[src/hw/ssfp_defs.vh]
// Purpose: Shared constants of the synchronous serial framing port.
// Assumes: Included by bare name from the framing engine under hw/.
// Notes: Definitions only.
`ifndef SSFP_DEFS_VH
`define SSFP_DEFS_VH

// ----------------------------------------
// Frame formats
// ----------------------------------------
`define SSFP_FMT_PULSED 2'h0
`define SSFP_FMT_SPI 2'h1
`define SSFP_FMT_CMDRSP 2'h2

// ----------------------------------------
// Engine states
// ----------------------------------------
`define SSFP_ST_IDLE 3'h0
`define SSFP_ST_FPA 3'h1
`define SSFP_ST_FPB 3'h2
`define SSFP_ST_LEAD 3'h3
`define SSFP_ST_BITA 3'h4
`define SSFP_ST_BITB 3'h5
`define SSFP_ST_TAIL 3'h6

// ----------------------------------------
// Word layout and buffering
// ----------------------------------------
`define SSFP_WORD_W 16
`define SSFP_SIZE_MIN 4'h3
`define SSFP_SIZE_MAX 4'hF
`define SSFP_FIFO_DEPTH 8
`define SSFP_FIFO_AW 3

`endif

[src/hw/ssfp_fifo.v]
// Purpose: Word FIFO between the user's transmit stream and the framing engine.
// Assumes: Single clock, synchronous active-high reset.
// Notes: Ready and valid are registered; full and empty follow the true fill count.
`timescale 1ns/1ps
`default_nettype none

module ssfp_fifo #(
	parameter WIDTH = 16,
	parameter DEPTH = 8,
	parameter AW = 3
) (
	input wire ref_clk,
	input wire srst,
	input wire [WIDTH-1:0] inData,
	input wire inValid,
	output reg inReady,
	output wire [WIDTH-1:0] outData,
	output reg outValid,
	input wire outReady
);

	reg [WIDTH-1:0] mem [0:DEPTH-1];
	reg [AW-1:0] wrPtr;
	reg [AW-1:0] rdPtr;
	reg [AW:0] count;
	reg [AW:0] next_count;
	wire doWrite;
	wire doRead;

	assign doWrite = inValid & inReady;
	assign doRead = outValid & outReady;
	assign outData = mem[rdPtr];

	always @* begin
		next_count = count;
		if (doWrite && !doRead)
			next_count = count + {{AW{1'b0}}, 1'b1};
		else if (doRead && !doWrite)
			next_count = count - {{AW{1'b0}}, 1'b1};
	end

	always @(posedge ref_clk) begin
		if (doWrite)
			mem[wrPtr] <= inData;
	end

	always @(posedge ref_clk) begin
		if (srst) begin
			wrPtr <= {AW{1'b0}};
			rdPtr <= {AW{1'b0}};
			count <= {(AW+1){1'b0}};
			inReady <= 1'b0;
			outValid <= 1'b0;
		end else begin
			if (doWrite)
				wrPtr <= (wrPtr == DEPTH - 1) ? {AW{1'b0}} : wrPtr + {{(AW-1){1'b0}}, 1'b1};
			if (doRead)
				rdPtr <= (rdPtr == DEPTH - 1) ? {AW{1'b0}} : rdPtr + {{(AW-1){1'b0}}, 1'b1};
			count <= next_count;
			inReady <= (next_count != DEPTH);
			outValid <= (next_count != {(AW+1){1'b0}});
		end
	end

endmodule // ssfp_fifo

`default_nettype wire

[src/hw/ssfp_framer.v]
// Purpose: Master framing engine of the synchronous serial port, three frame formats.
// Assumes: ref_clk at 100 MHz; serial clock derived by a divider, slave data is asynchronous.
// Notes: Format, polarity, phase and word size are latched at the start of each word; the divider is used live.
// Function
// - Words of 4 to 16 bits are supported in every format, and the slave uses the same length.
// - Each word leaves most significant bit first and least significant bit last.
// - The serial clock rests low whenever the port is idle.
// - The serial clock toggles only while a word is being moved.
// - A frame signal marks the start of each frame, and also its end in the SPI and command-response formats.
// - A driver enable output is high only while the port transmits.
// - In the pulsed format the frame signal pulses for one clock period from a rising edge.
// - In the pulsed format data changes on rising edges and is captured on falling edges.
// - In the SPI format the frame signal is an active-low select, low during the frame.
// - In the SPI format polarity and phase settings govern clock and frame behaviour.
// - Pulsed, SPI and command-response formats are selectable, one at a time.
`timescale 1ns/1ps
`default_nettype none
`include "ssfp_defs.vh"

module ssfp_framer (
	input wire ref_clk,
	input wire srst,
	input wire [1:0] frameFormat,
	input wire clockPolaritySel,
	input wire clockPhaseSel,
	input wire [3:0] wordSizeSel,
	input wire [7:0] clkHalfDiv,
	input wire [15:0] txData,
	input wire txValid,
	output wire txReady,
	output reg [15:0] rxData,
	output reg rxValid,
	output reg busy,
	output reg serialClockOut,
	output reg frameSyncOut,
	output reg serialDataOut,
	output reg lineDriverOe,
	input wire serialDataIn
);

	// ----------------------------------------
	// Helpers
	// ----------------------------------------
	function [3:0] clampSize;
		input [3:0] w;
		begin
			clampSize = (w < `SSFP_SIZE_MIN) ? `SSFP_SIZE_MIN : w;
		end
	endfunction

	function [15:0] wordMask;
		input [3:0] w;
		begin
			wordMask = 16'hFFFF >> (`SSFP_SIZE_MAX - w);
		end
	endfunction

	// Left-justify a right-justified word so bit 15 leaves first
	function [15:0] alignWord;
		input [15:0] d;
		input [3:0] w;
		begin
			alignWord = d << (`SSFP_SIZE_MAX - w);
		end
	endfunction

	// Clock level during the first half of each bit
	function clkLevelA;
		input [1:0] f;
		input p;
		input h;
		begin
			case (f)
				`SSFP_FMT_PULSED: clkLevelA = 1'b1;
				`SSFP_FMT_SPI: clkLevelA = h ? ~p : p;
				default: clkLevelA = 1'b0;
			endcase
		end
	endfunction

	// ----------------------------------------
	// State
	// ----------------------------------------
	reg [2:0] state;
	reg [7:0] divCnt;
	reg [4:0] bitCnt;
	reg [15:0] txShift;
	reg [15:0] rxShift;
	reg [1:0] fmt;
	reg pol;
	reg pha;
	reg [3:0] wsel;
	reg respPhase;
	reg sdiMeta;
	reg sdiSync;
	wire [15:0] fifoData;
	wire fifoValid;
	wire tick;
	wire wordEnd;
	wire launchStart;
	wire [3:0] newSize;
	wire [15:0] alignedWord;
	wire [15:0] capturedWord;

	assign tick = (state != `SSFP_ST_IDLE) && (divCnt == clkHalfDiv);
	// Code 3 runs as command-response, so only the upper format bit is tested
	assign wordEnd = tick && (state == `SSFP_ST_BITB) && (bitCnt == 5'h00) &&
		!(fmt[1] && !respPhase);
	// Back-to-back pulsed words restart straight from the end of the previous one; other formats restart after its tail half period
	assign launchStart = fifoValid && ((state == `SSFP_ST_IDLE) ||
		(state == `SSFP_ST_TAIL && tick) || (wordEnd && fmt == `SSFP_FMT_PULSED));
	assign newSize = clampSize(wordSizeSel);
	assign alignedWord = alignWord(fifoData, newSize);
	assign capturedWord = rxShift & wordMask(wsel);

	ssfp_fifo #(
		.WIDTH(`SSFP_WORD_W),
		.DEPTH(`SSFP_FIFO_DEPTH),
		.AW(`SSFP_FIFO_AW)
	) txFifo (
		.ref_clk(ref_clk),
		.srst(srst),
		.inData(txData),
		.inValid(txValid),
		.inReady(txReady),
		.outData(fifoData),
		.outValid(fifoValid),
		.outReady(launchStart)
	);

	// ----------------------------------------
	// Slave data synchroniser
	// ----------------------------------------
	always @(posedge ref_clk) begin
		if (srst) begin
			sdiMeta <= 1'b0;
			sdiSync <= 1'b0;
		end else begin
			sdiMeta <= serialDataIn;
			sdiSync <= sdiMeta;
		end
	end

	// ----------------------------------------
	// Framing engine
	// ----------------------------------------
	always @(posedge ref_clk) begin
		if (srst) begin
			state <= `SSFP_ST_IDLE;
			divCnt <= 8'h00;
			bitCnt <= 5'h00;
			txShift <= 16'h0000;
			rxShift <= 16'h0000;
			fmt <= `SSFP_FMT_PULSED;
			pol <= 1'b0;
			pha <= 1'b0;
			wsel <= `SSFP_SIZE_MIN;
			respPhase <= 1'b0;
			rxData <= 16'h0000;
			rxValid <= 1'b0;
			busy <= 1'b0;
			serialClockOut <= 1'b0;
			frameSyncOut <= 1'b0;
			serialDataOut <= 1'b0;
			lineDriverOe <= 1'b0;
		end else begin
			rxValid <= 1'b0;
			if (wordEnd) begin
				rxData <= capturedWord;
				rxValid <= 1'b1;
			end
			// Divider only runs inside a transfer, so no edges appear between words
			if (launchStart || tick || state == `SSFP_ST_IDLE)
				divCnt <= 8'h00;
			else
				divCnt <= divCnt + 8'h01;
			if (launchStart) begin
				fmt <= frameFormat;
				pol <= clockPolaritySel;
				pha <= clockPhaseSel;
				wsel <= newSize;
				bitCnt <= {1'b0, newSize} + 5'h01;
				respPhase <= 1'b0;
				rxShift <= 16'h0000;
				busy <= 1'b1;
				lineDriverOe <= 1'b1;
				case (frameFormat)
					`SSFP_FMT_PULSED: begin
						state <= `SSFP_ST_FPA;
						serialClockOut <= 1'b1;
						frameSyncOut <= 1'b1;
						txShift <= alignedWord;
					end
					`SSFP_FMT_SPI: begin
						frameSyncOut <= 1'b0;
						serialClockOut <= clockPolaritySel;
						if (clockPhaseSel) begin
							state <= `SSFP_ST_LEAD;
							txShift <= alignedWord;
						end else begin
							state <= `SSFP_ST_BITA;
							serialDataOut <= alignedWord[15];
							txShift <= {alignedWord[14:0], 1'b0};
						end
					end
					default: begin
						state <= `SSFP_ST_BITA;
						frameSyncOut <= 1'b0;
						serialClockOut <= 1'b0;
						serialDataOut <= alignedWord[15];
						txShift <= {alignedWord[14:0], 1'b0};
					end
				endcase
			end else begin
				case (state)
					`SSFP_ST_IDLE: begin
						// Rests low in every format; SPI polarity only sets the in-frame level
						serialClockOut <= 1'b0;
						frameSyncOut <= (frameFormat != `SSFP_FMT_PULSED);
						lineDriverOe <= 1'b0;
						busy <= 1'b0;
					end
					`SSFP_ST_FPA: if (tick) begin
						state <= `SSFP_ST_FPB;
						serialClockOut <= 1'b0;
					end
					`SSFP_ST_FPB, `SSFP_ST_LEAD: if (tick) begin
						state <= `SSFP_ST_BITA;
						if (state == `SSFP_ST_FPB)
							frameSyncOut <= 1'b0;
						serialClockOut <= clkLevelA(fmt, pol, pha);
						serialDataOut <= txShift[15];
						txShift <= {txShift[14:0], 1'b0};
					end
					`SSFP_ST_BITA: if (tick) begin
						state <= `SSFP_ST_BITB;
						serialClockOut <= ~clkLevelA(fmt, pol, pha);
						rxShift <= {rxShift[14:0], sdiSync};
						bitCnt <= bitCnt - 5'h01;
					end
					`SSFP_ST_BITB: if (tick) begin
						if (bitCnt != 5'h00) begin
							state <= `SSFP_ST_BITA;
							serialClockOut <= clkLevelA(fmt, pol, pha);
							if (!respPhase) begin
								serialDataOut <= txShift[15];
								txShift <= {txShift[14:0], 1'b0};
							end
						end else if (fmt[1] && !respPhase) begin
							// One turnaround bit, then the response word
							respPhase <= 1'b1;
							lineDriverOe <= 1'b0;
							serialDataOut <= 1'b0;
							rxShift <= 16'h0000;
							bitCnt <= {1'b0, wsel} + 5'h02;
							state <= `SSFP_ST_BITA;
							serialClockOut <= 1'b0;
						end else if (fmt == `SSFP_FMT_PULSED) begin
							state <= `SSFP_ST_IDLE;
							serialClockOut <= 1'b0;
							lineDriverOe <= 1'b0;
						end else begin
							state <= `SSFP_ST_TAIL;
							// Drop the clock while the frame is still open, so idle sees no edge
							serialClockOut <= 1'b0;
						end
					end
					`SSFP_ST_TAIL: begin
						frameSyncOut <= 1'b1;
						if (tick)
							state <= `SSFP_ST_IDLE;
					end
					default: state <= `SSFP_ST_IDLE;
				endcase
			end
		end
	end

endmodule // ssfp_framer

`default_nettype wire

[config.mk]
export PLATFORM = sky130hd
export DESIGN_NAME = ssfp_framer
export DESIGN_NICKNAME = d
export VERILOG_FILES = /design/src/hw/ssfp_fifo.v /design/src/hw/ssfp_framer.v
export VERILOG_INCLUDE_DIRS = /design/src /design/src/hw
export SDC_FILE = /design/constraint.sdc
export NUM_CORES = 1
export LEC_CHECK = 0
export BUFFER_PORTS_ARGS = -buffer_cell sky130_fd_sc_hd__buf_2
export CORE_MARGIN = 2
export CORE_UTILIZATION = 55
export DETAILED_ROUTE_END_ITERATION = 10
export GPL_ROUTABILITY_DRIVEN = 0
export HOLD_SLACK_MARGIN = 0.08
export PLACE_DENSITY = 0.75
export SYNTH_ARGS = -nofsm -noshare
export SYNTH_HDL_FRONTEND = slang
export SYNTH_HIERARCHICAL = 1
export SYNTH_SLANG_ARGS = --single-unit
[constraint.sdc]
create_clock -name ref_clk -period 3 [get_ports ref_clk]
set_input_delay 0.6 -clock ref_clk [delete_from_list [all_inputs] [get_ports ref_clk]]
set_output_delay 0.6 -clock ref_clk [all_outputs]
set_load 0.005 [all_outputs]
==> results of run 1 <==
final timing paths:
check               start           to  cells after the start
max              register  txShift[13]                      9
min          serialDataIn      sdiMeta                      2
max reg2reg      register  txShift[13]                      9
min reg2reg       sdiMeta      sdiSync                      1
registers in the layout, indices dropped and copies added (netlist names), 4 cells and up, named ones only:
signal	cells
bitCnt	5
divCnt	8
rxData	16
rxShift	16
txFifo/count	4
txFifo/mem	128
txShift	16
wsel	4
kinds of logic after synthesis:
logic type / synth area share
DFF: 0.552
xor gates and xnor gates: 0.0151
buffers and inverters: 0.0356
adders and majority gates: 0.0168
muxes: 0.112
AOI/OAI and AO/OA: 0.138
and+or+nand+nor: 0.131
layer usage:
metal | part of all wire | vias up | global-route usage
met3 | 0.063 | 45 | 0.0381
met1 | 0.43 | 3683 | 0.323
li1 | - | 3565 | -
met4 | 0.024 | 0 | 0.0795
met2 | 0.49 | 277 | 0.383
met5 | 0 | - | 0
Yosys cell counts (13+ instances only):
master,count,area [sq um]
nand2_1,85,319
dfxtp_1,96,1920
clkbuf_1,41,154
mux2i_1,13,130
mux2_2,24,270
o21ai_0,24,120
xor2_1,14,123
edfxtp_1,128,3840
nor2_1,54,203
and3_1,13,81.3
a21oi_1,79,395
nand3_1,40,200
inv_1,19,71.3
mux4_2,34,766
ha_1,14,175
power breakdown:
group / total, mW / switching [mW] / internal, mW
Sequential: 3.71 / 0.228 / 3.49
Combinational: 2.05 / 1.15 / 0.900
Clock: 2.72 / 1.13 / 1.59
final cells by class:
type / count / area [sq um] / area share
timing repair buffer: 105 / 696 / 0.0584
sequential: 224 / 5770 / 0.485
multi-input combinational: 595 / 4350 / 0.365
clock buffer: 33 / 644 / 0.0541
tap: 234 / 293 / 0.0246
clock inverter: 6 / 72.6 / 0.00610
inverter: 22 / 82.6 / 0.00694
per-stage QoR:
stage	setup WS [ns]	utilization	std cells	instance area, sq um
floorplan	0.0937	-	905	10400
global placement	0.104	0.598	1179	11100
detailed placement	0.0567	0.598	1179	11100
CTS	0.00190	0.637	1218	11900
global route	-0.0190	0.639	1219	11900
finish	0.0976	0.639	1219	11900
repair_timing:
item                       in CTS  in global routing
hold buffers                    0                  0
cloned                          0                  0
pin swaps                       0                  0
setup buffers                   0                  1
setup endpoints to repair       1                  6
resized for setup               1                 10
placed cells by master, fill, tap and decap left out, drive strengths merged, types with 5 or more instances in the layout:
cell type / n
nor2: 55
a221oi: 8
ha: 14
o211ai: 10
xor2: 14
a21o: 5
edfxtp: 128
a31oi: 8
nor3: 12
a211oi: 8
mux2i: 13
a21oi: 79
and2: 9
or2: 5
mux2: 24
nor4: 6
o22ai: 6
mux4: 34
and3: 14
nand4: 6
nor2b: 7
buf: 105
o21ai: 24
nand2: 86
o2bb2ai: 7
inv: 23
clkbuf: 33
a22oi: 7
nand2b: 12
dfxtp: 96
nand3: 40
critical path, stage by stage, from the launching register on:
cell and delay, ns:
dfxtp_4 0.39, buf_4 0.17, mux4_2 0.52, mux2_2 0.34
nor2_1 0.13, a21o_1 0.13, a22oi_1 0.11, mux4_2 0.50
a221o_1 0.31, a21bo_2 0.21
==> results.md, run 1 <==
- Outcome: completed
- Syn nets: approximately 960
- F_max: roughly 340 MHz
- Yosys warns: 6
- IO Count: about 60
- Final Slew Violations: 0
- Die height: approximately 140 um
- Drt drc: 0
- Initial Util: 0.560
- Number of synthesized flops with an enable pin: between 100 and 150
- TritonCTS clock tree: built
- Final setup TNS: 0 ns
- Rel. slew slack: 0.540
- Gate Count Post-Synth: 905
- Setup Crit Path Kind: register to register
- Initial DRT Pass Iterations: 5
- DP HPWL: between 15 and 20 mm
- Core area: around 19000 sq um
- Fillers: around 1400
- Peak supply drop: around 0.00069 V
- Maximum number of pins on one net before global-route repair: 63
- LEAKAGE: roughly 4.2 nW
- Final hold vios: 0
- Max-cap viol count: 0
- Final setup fails: 0
- Tot GR Track Use: 0.235
- #FFs+latches synth: 224
- Core Rows: 50
- Fin nets: between 1000 and 1500
- Via Count: between 7000 and 8000
- WL final: 23.6 mm
- Clk_skew: 0.00968 ns
- Worst EP required: between 3 and 4 ns
- Port Buffers: between 50 and 60
- Final Power: roughly 8.5 mW
- Synth cell types: 74
- Starting DRC count in detailed routing: approximately 660
- TritonCTS Sinks: 224
- Clock Latency Late Sink: 0.52 ns
- Die Area: between 20000 and 25000 sq um
- Power Dens Cells: roughly 700 nW/um^2
- WHS: between 0.2 and 0.3 ns
- CTS Root Cell: clkbuf_16
- FFs w/ async S/R, synth: 0
- Final period util: 0.967
- Crit. End Element: register
- GRT overflow: 0
- Syn_area_per_cell: about 12 sq um
- Min cycle time layout: 2.90 ns
- DR vias/cell: 6.21
- TritonCTS Buffers: 23
- Seq/Total Area, Yosys: 0.552
- Critical Path Fanout Max: 4
- Max clock buf depth: 3
- Tightest Pin Transition: 0.689 ns
- Worst path arrival time: approximately 3.3 ns
- Antenna violations before repair: 0
- Startpoint Class: register
- Antenna viol nets, final: 0
- Number of antenna diodes: 0
- Worst hold path class: input port to register
- H-Tree Depth: 1
- Die width: 142 um
- FF-to-FF setup slack: just under 0.1 ns
- Post-Syn Area: ~10000 sq um
- Share of cells above drive strength 1: 0.229
- First-pass GRT wire length: between 30 and 40 mm
- Wire length per cell: slightly below 20 um
- Clk slew on worst S/H paths: 0.06 ns
- Top FF cell, synth: edfxtp_1
- Vias in the first global route: 7182
- Area delta synth->final: 14.0%
No activity file was read; power rests on OpenSTA's default activity.
==> inputs of run 2 (changes only) <==
CORE_UTILIZATION = 60   (was 55)
PLACE_DENSITY = 0.78   (was 0.75)
clock period = 2.7 ns   (was 3 ns; I/O delays follow)
==> results.md, run 2 (same netlist as run 1, synthesis figures left out) <==
- Port Buffers: 58 (unchanged)
- Placed cell count: 1196 (was 1179)
- RSZ-0062 raised after global routing: yes
- Die height: 136 um (was 142 um)
- Startpoint Class: register (unchanged)
- Worst Slack Setup Final: -0.228 ns (was 0.0976 ns)
- Final instance area: 12500 sq um (was 11900 sq um)
- Dpl ws: -0.149 ns (was 0.0567 ns)
- Starting DRC count in detailed routing: 565 (was 656)
- CTS Root Cell: clkbuf_16 (unchanged)
- Commonest cells after routing, fill and taps aside: edfxtp_1 (128), dfxtp_1 (93), nand2_1 (84) (was edfxtp_1 (128), dfxtp_1 (95), nand2_1 (85))
- Vias in the first global route: 7432 (was 7182)
- Max clock buf depth: 3 (unchanged)
- Wire length per cell: 19.8 um (was 19.4 um)
- Min cycle time layout: 2.93 ns (was 2.90 ns)
- Crit. End Element: register (unchanged)
- Die width: 136 um (was 142 um)
- Share of cells above drive strength 1: 0.295 (was 0.229)
- First-pass GRT wire length: 38.0 mm (was 37.4 mm)
- TritonCTS Buffers: 24 (was 23)
- GRT overflow: 0 (unchanged)
- Worst EP required: 3.11 ns (was 3.41 ns)
- Rel. slew slack: 0.538 (was 0.540)
- Area after DPL: 11400 sq um (was 11100 sq um)
- Initial DRT Pass Iterations: 5 (unchanged)
- Setup Crit Path Kind: register to register (unchanged)
- Final setup fails: 10 (was 0)
- Core area: 17200 sq um (was 18600 sq um)
- Failing checks: setup timing
- Drt drc: 0 (unchanged)
- Critical Path Fanout Max: 8 (was 4)
- CP max stage delay: 0.55 ns (was 0.52 ns)
- Initial Util: 0.608 (was 0.560)
- TritonCTS Sinks: 224 (unchanged)
- Area delta synth->final: 20.0% (was 14.0%)
- Max-cap viol count: 0 (unchanged)
- Antenna violations before repair: 0 (unchanged)
- Peak supply drop: 0.000743 V (was 0.000693 V)
- LEAKAGE: 4.49 nW (was 4.22 nW)
- FF-to-FF setup slack: -0.23 ns (was 0.1 ns)
- Worst path arrival time: 3.34 ns (was 3.32 ns)
- Largest register FFs: 128 (unchanged)
- Tot GR Track Use: 0.263 (was 0.235)
- IO Count: 59 (unchanged)
- Antenna viol nets, final: 0 (unchanged)
- Tightest Pin Transition: 0.675 ns (was 0.689 ns)
- Crit-path slowest cell: mux4_2 (unchanged)
- Crit path cell chain: buf_12, mux4_2, mux2_4, inv_2, o22ai_1, a221o_1, a2111oi_2, o21ba_2, o21a_1 (was buf_4, mux4_2, mux2_2, nor2_1, a21o_1, a22oi_1, mux4_2, a221o_1, a21bo_2)
- F_max: 342 MHz (was 345 MHz)
- Fin nets: 1053 (was 1021)
- Worst hold path class: input port to register (unchanged)
- Largest Register: txFifo/mem (unchanged)
- Non-Filler Instances: 1245 (was 1219)
- TritonCTS clock tree: built (unchanged)
- Final hold vios: 0 (unchanged)
- Clk_skew: 0.0224 ns (was 0.00968 ns)
- Final period util: 1.08 (was 0.967)
- Final Power: 10.0 mW (was 8.48 mW)
- Power Dens Cells: 798 nW/um^2 (was 712 nW/um^2)
- DR vias/cell: 6.24 (was 6.21)
- Core Rows: 48 (was 50)
- Number of antenna diodes: 0 (unchanged)
- Fillers: 1173 (was 1419)
- Clock Latency Late Sink: 0.53 ns (was 0.52 ns)
- WL final: 24.7 mm (was 23.6 mm)
- Final core utilization: 0.730 (was 0.639)
- Most common cell after layout, fill and taps aside: edfxtp_1 (unchanged)
- Min-delay src: serialDataIn (unchanged)
- Final Slew Violations: 0 (unchanged)
- Die Area: 18500 sq um (was 20100 sq um)
- H-Tree Depth: 1 (unchanged)
- DP HPWL: 15.4 mm (was 15.5 mm)
- Maximum number of pins on one net before global-route repair: 36 (was 63)
- Clk slew on worst S/H paths: 0.06 ns (about the same)
- Via Count: 7772 (was 7570)
- Outcome: finished with violations (was completed)
-- run 2: worst max-delay path, delay by kind of cell, from the launching register on --
family | cells | cell delay [ns]
AO/OA/AOI/OAI | 5 | 1.26
buffers and inverters | 2 | 0.21
flip-flops | 1 | 0.44
multiplexers | 2 | 0.89
-- run 2: layout make-up --
type	count	area, sq um	share of cell area
Multi-Input combinational cell	595	4610	0.368
Sequential cell	224	5770	0.461
Tap cell	225	282	0.0225
Clock buffer	29	639	0.0510
Inverter	22	85.1	0.00679
Clock inverter	14	136	0.0109
Timing Repair Buffer	136	1000	0.0802
-- run 2: metal layers --
| layer | up-vias | GRT usage | wire, um |
|---|---|---|---|
| met5 | - | 0 | 0 |
| met4 | 0 | 0.0984 | 866 |
| met3 | 64 | 0.0410 | 1380 |
| met2 | 273 | 0.471 | 12700 |
| met1 | 3806 | 0.322 | 9690 |
| li1 | 3629 | - | - |
-- run 2: stage by stage --
step / hold slack (ns) / setup TNS, ns
6_report: 0.241 / -1.38
5_1_grt: 0.246 / -2.55
4_1_cts: 0.236 / -0.958
3_5_place_dp: 0.425 / -0.536
3_3_place_gp: 0.418 / -0.214
2_1_floorplan: 0.414 / -0.0766
-- run 2: worst paths after layout --
kind	end	cells past startpoint
max	txShift[11]	9
min reg2reg	sdiSync	1
min	sdiMeta	2
max reg2reg	txShift[11]	9
-- run 2: timing repair --
item / in CTS / in global routing
gates resized for setup: 10 / 48
setup buffers: 0 / 4
endpoints found under the setup margin: 11 / 18
gates cloned: 1 / 1
pin swaps: 3 / 25
hold buffers: 0 / 0
-- run 2: power by group --
group	total (mW)	switching [mW]	internal, mW
registers	4.14	0.266	3.88
clock network	3.18	1.30	1.88
logic	2.67	1.42	1.25
total	10.0	2.99	7.01
==> inputs of run 3 (changes only) <==
SETUP_SLACK_MARGIN = 0.15   (was unset)
==> results.md, run 3 (same netlist as run 1, synthesis figures left out) <==
- Outcome: finished with violations (unchanged)
- Failing checks: setup timing (unchanged)
- Worst hold path class: input port to register (unchanged)
- Switching power share of the total: 0.298 (was 0.299)
- Commonest cells after routing, fill and taps aside: edfxtp_1 (128), dfxtp_1 (93), nand2_1 (84) (unchanged)
- Clk_skew: 0.0169 ns (was 0.0224 ns)
- DR WL met2: 12.6 mm (was 12.7 mm)
- Int Pwr: 7.09 mW (was 7.01 mW)
- H-Tree Depth: 1 (unchanged)
- Most common cell after layout, fill and taps aside: edfxtp_1 (unchanged)
- TritonCTS Buffers: 23 (was 24)
- GRT overflow: 0 (unchanged)
- First-pass GRT wire length: 37.7 mm (was 38.0 mm)
- F_max: 338 MHz (was 342 MHz)
- Worst r2r dst: txShift[13] (was txShift[11])
- Tightest Pin Transition: 0.648 ns (was 0.675 ns)
- Via Count: 7840 (was 7772)
- Power Dens Cells: 805 nW/um^2 (was 798 nW/um^2)
- Min-delay src: serialDataIn (unchanged)
- Port Buffers: 58 (unchanged)
- WHS Path Cells: 2 (unchanged)
- Die height: 136 um (unchanged)
- Max-cap viol count: 0 (unchanged)
- Antenna viol nets, final: 0 (unchanged)
- WL final: 25.2 mm (was 24.7 mm)
- Wire length per cell: 20.2 um (was 19.8 um)
- Sequential power share: 0.409 (was 0.414)
- FF-to-FF setup slack: -0.26 ns (was -0.23 ns)
- Net Switching: 3.01 mW (was 2.99 mW)
- Non-Filler Instances: 1247 (was 1245)
- Die width: 136 um (unchanged)
- Area delta synth->final: 20.1% (was 20.0%)
- Hold path endpoint: sdiMeta (unchanged)
- Worst EP required: 3.11 ns (about the same)
- Antenna violations before repair: 0 (unchanged)
- Vias in the first global route: 7370 (was 7432)
- Final setup fails: 11 (was 10)
- TritonCTS clock tree: built (unchanged)
- Clock Power Share: 0.326 (was 0.318)
- Post-Route M1 WL: 10.2 mm (was 9.69 mm)
- Die Area: 18500 sq um (unchanged)
- TritonCTS Sinks: 224 (unchanged)
- Placed cell count: 1196 (unchanged)
- Largest register FFs: 128 (unchanged)
- IO Count: 59 (unchanged)
- CTS Root Cell: clkbuf_16 (unchanged)
- Worst path arrival time: 3.37 ns (was 3.34 ns)
- Final core utilization: 0.730 (about the same)
- Core area: 17200 sq um (unchanged)
- Drt drc: 0 (unchanged)
- Starting DRC count in detailed routing: 709 (was 565)
- LEAKAGE: 4.50 nW (was 4.49 nW)
- Largest Register: txFifo/mem (unchanged)
- Critical Path Fanout Max: 5 (was 8)
- Clock Latency Late Sink: 0.51 ns (was 0.53 ns)
- Crit. End Element: register (unchanged)
- R2r worst-path depth: 9 (unchanged)
- Max clock buf depth: 3 (unchanged)
- Maximum number of pins on one net before global-route repair: 51 (was 36)
- Core Rows: 48 (unchanged)
- DP HPWL: 15.3 mm (was 15.4 mm)
- Area after DPL: 11400 sq um (about the same)
- Final Slew Violations: 0 (unchanged)
- DR vias/cell: 6.29 (was 6.24)
- Setup Crit Path Kind: register to register (unchanged)
- Combinational power share: 0.264 (was 0.267)
- Met3 WL: 1.56 mm (was 1.38 mm)
- Fin nets: 1056 (was 1053)
- Final instance area: 12500 sq um (about the same)
- Number of antenna diodes: 0 (unchanged)
- Initial Util: 0.608 (unchanged)
- Final hold vios: 0 (unchanged)
- Top sig layer: met4 (unchanged)
- Initial DRT Pass Iterations: 7 (was 5)
- Final period util: 1.10 (was 1.08)
- Min cycle time layout: 2.96 ns (was 2.93 ns)
- Startpoint Class: register (unchanged)
- Peak supply drop: 0.000694 V (was 0.000743 V)
- Clk slew on worst S/H paths: 0.07 ns (was 0.06 ns)
- RSZ-0062 raised after global routing: yes (unchanged)
- Worst Slack Setup Final: -0.260 ns (was -0.228 ns)
- Tot GR Track Use: 0.259 (was 0.263)
- Share of cells above drive strength 1: 0.290 (was 0.295)
- Rel. slew slack: 0.568 (was 0.538)
- WHS: 0.250 ns (was 0.241 ns)
[run 3: worst max-delay path by stage]
stage / start / to / slack, ns / depth (start not counted)
6_report: register / txShift[13] / -0.26 / 9
4_1_cts: register / txShift[13] / -0.11 / 8
2_1_floorplan: register / txShift[13] / -0.04 / 10
3_5_place_dp: register / txShift[13] / -0.15 / 9
3_3_place_gp: register / txShift[13] / -0.07 / 9
5_1_grt: register / txShift[13] / -0.32 / 9
[run 3: routing by layer]
metal | vias up | GRT usage
met3 | 81 | 0.0410
met5 | - | 0
met1 | 3811 | 0.334
met2 | 315 | 0.455
li1 | 3633 | -
met4 | 0 | 0.0770
[run 3: metrics by stage]
| stage | power (mW) | TNS (ns) | worst slack [ns] |
|---|---|---|---|
| CTS | 9.92 | -0.662 | -0.112 |
| global placement | 6.50 | -0.297 | -0.0670 |
| floorplan | 5.92 | -0.0531 | -0.0430 |
| finish | 10.1 | -1.20 | -0.260 |
| global route | 10.5 | -2.23 | -0.322 |
| detailed placement | 6.56 | -0.777 | -0.153 |
[run 3: final cells by class]
type / instances / area (sq um)
clock inverters: 16 / 194
inverters: 22 / 85.1
multi-input cells: 595 / 4610
fillers: 1144 / 4630
repair buffers: 140 / 1010
flip-flops and latches: 224 / 5770
well taps: 225 / 282
clock buffers: 25 / 593
[run 3: worst max-delay path, cell delays in order (launching register included)]
cell	delay, ns
dfxtp_4	0.44
clkbuf_16	0.18
mux4_2	0.51
mux2_4	0.31
nor2_4	0.14
o2bb2ai_2	0.15
a22oi_2	0.12
mux4_2	0.50
a221o_1	0.32
a21bo_2	0.19
[run 3: power groups by stage]
stage	logic [mW]	clock network, mW	registers (mW)
after floorplan	1.83	0	4.09
after global placement	2.32	0	4.17
after detailed placement	2.38	0	4.18
after CTS	2.48	3.33	4.12
after global routing	2.88	3.47	4.16
final	2.67	3.30	4.13
[run 3: what timing repair did]
item / 4_1_cts / 5_1_grt
setup buffers: 4 / 4
endpoints found under the setup margin: 18 / 27
resized for setup: 13 / 26
endpoints found under the hold margin: 0 / 0
hold buffers: 0 / 0
gates cloned: 0 / 2
pin swaps: 6 / 18
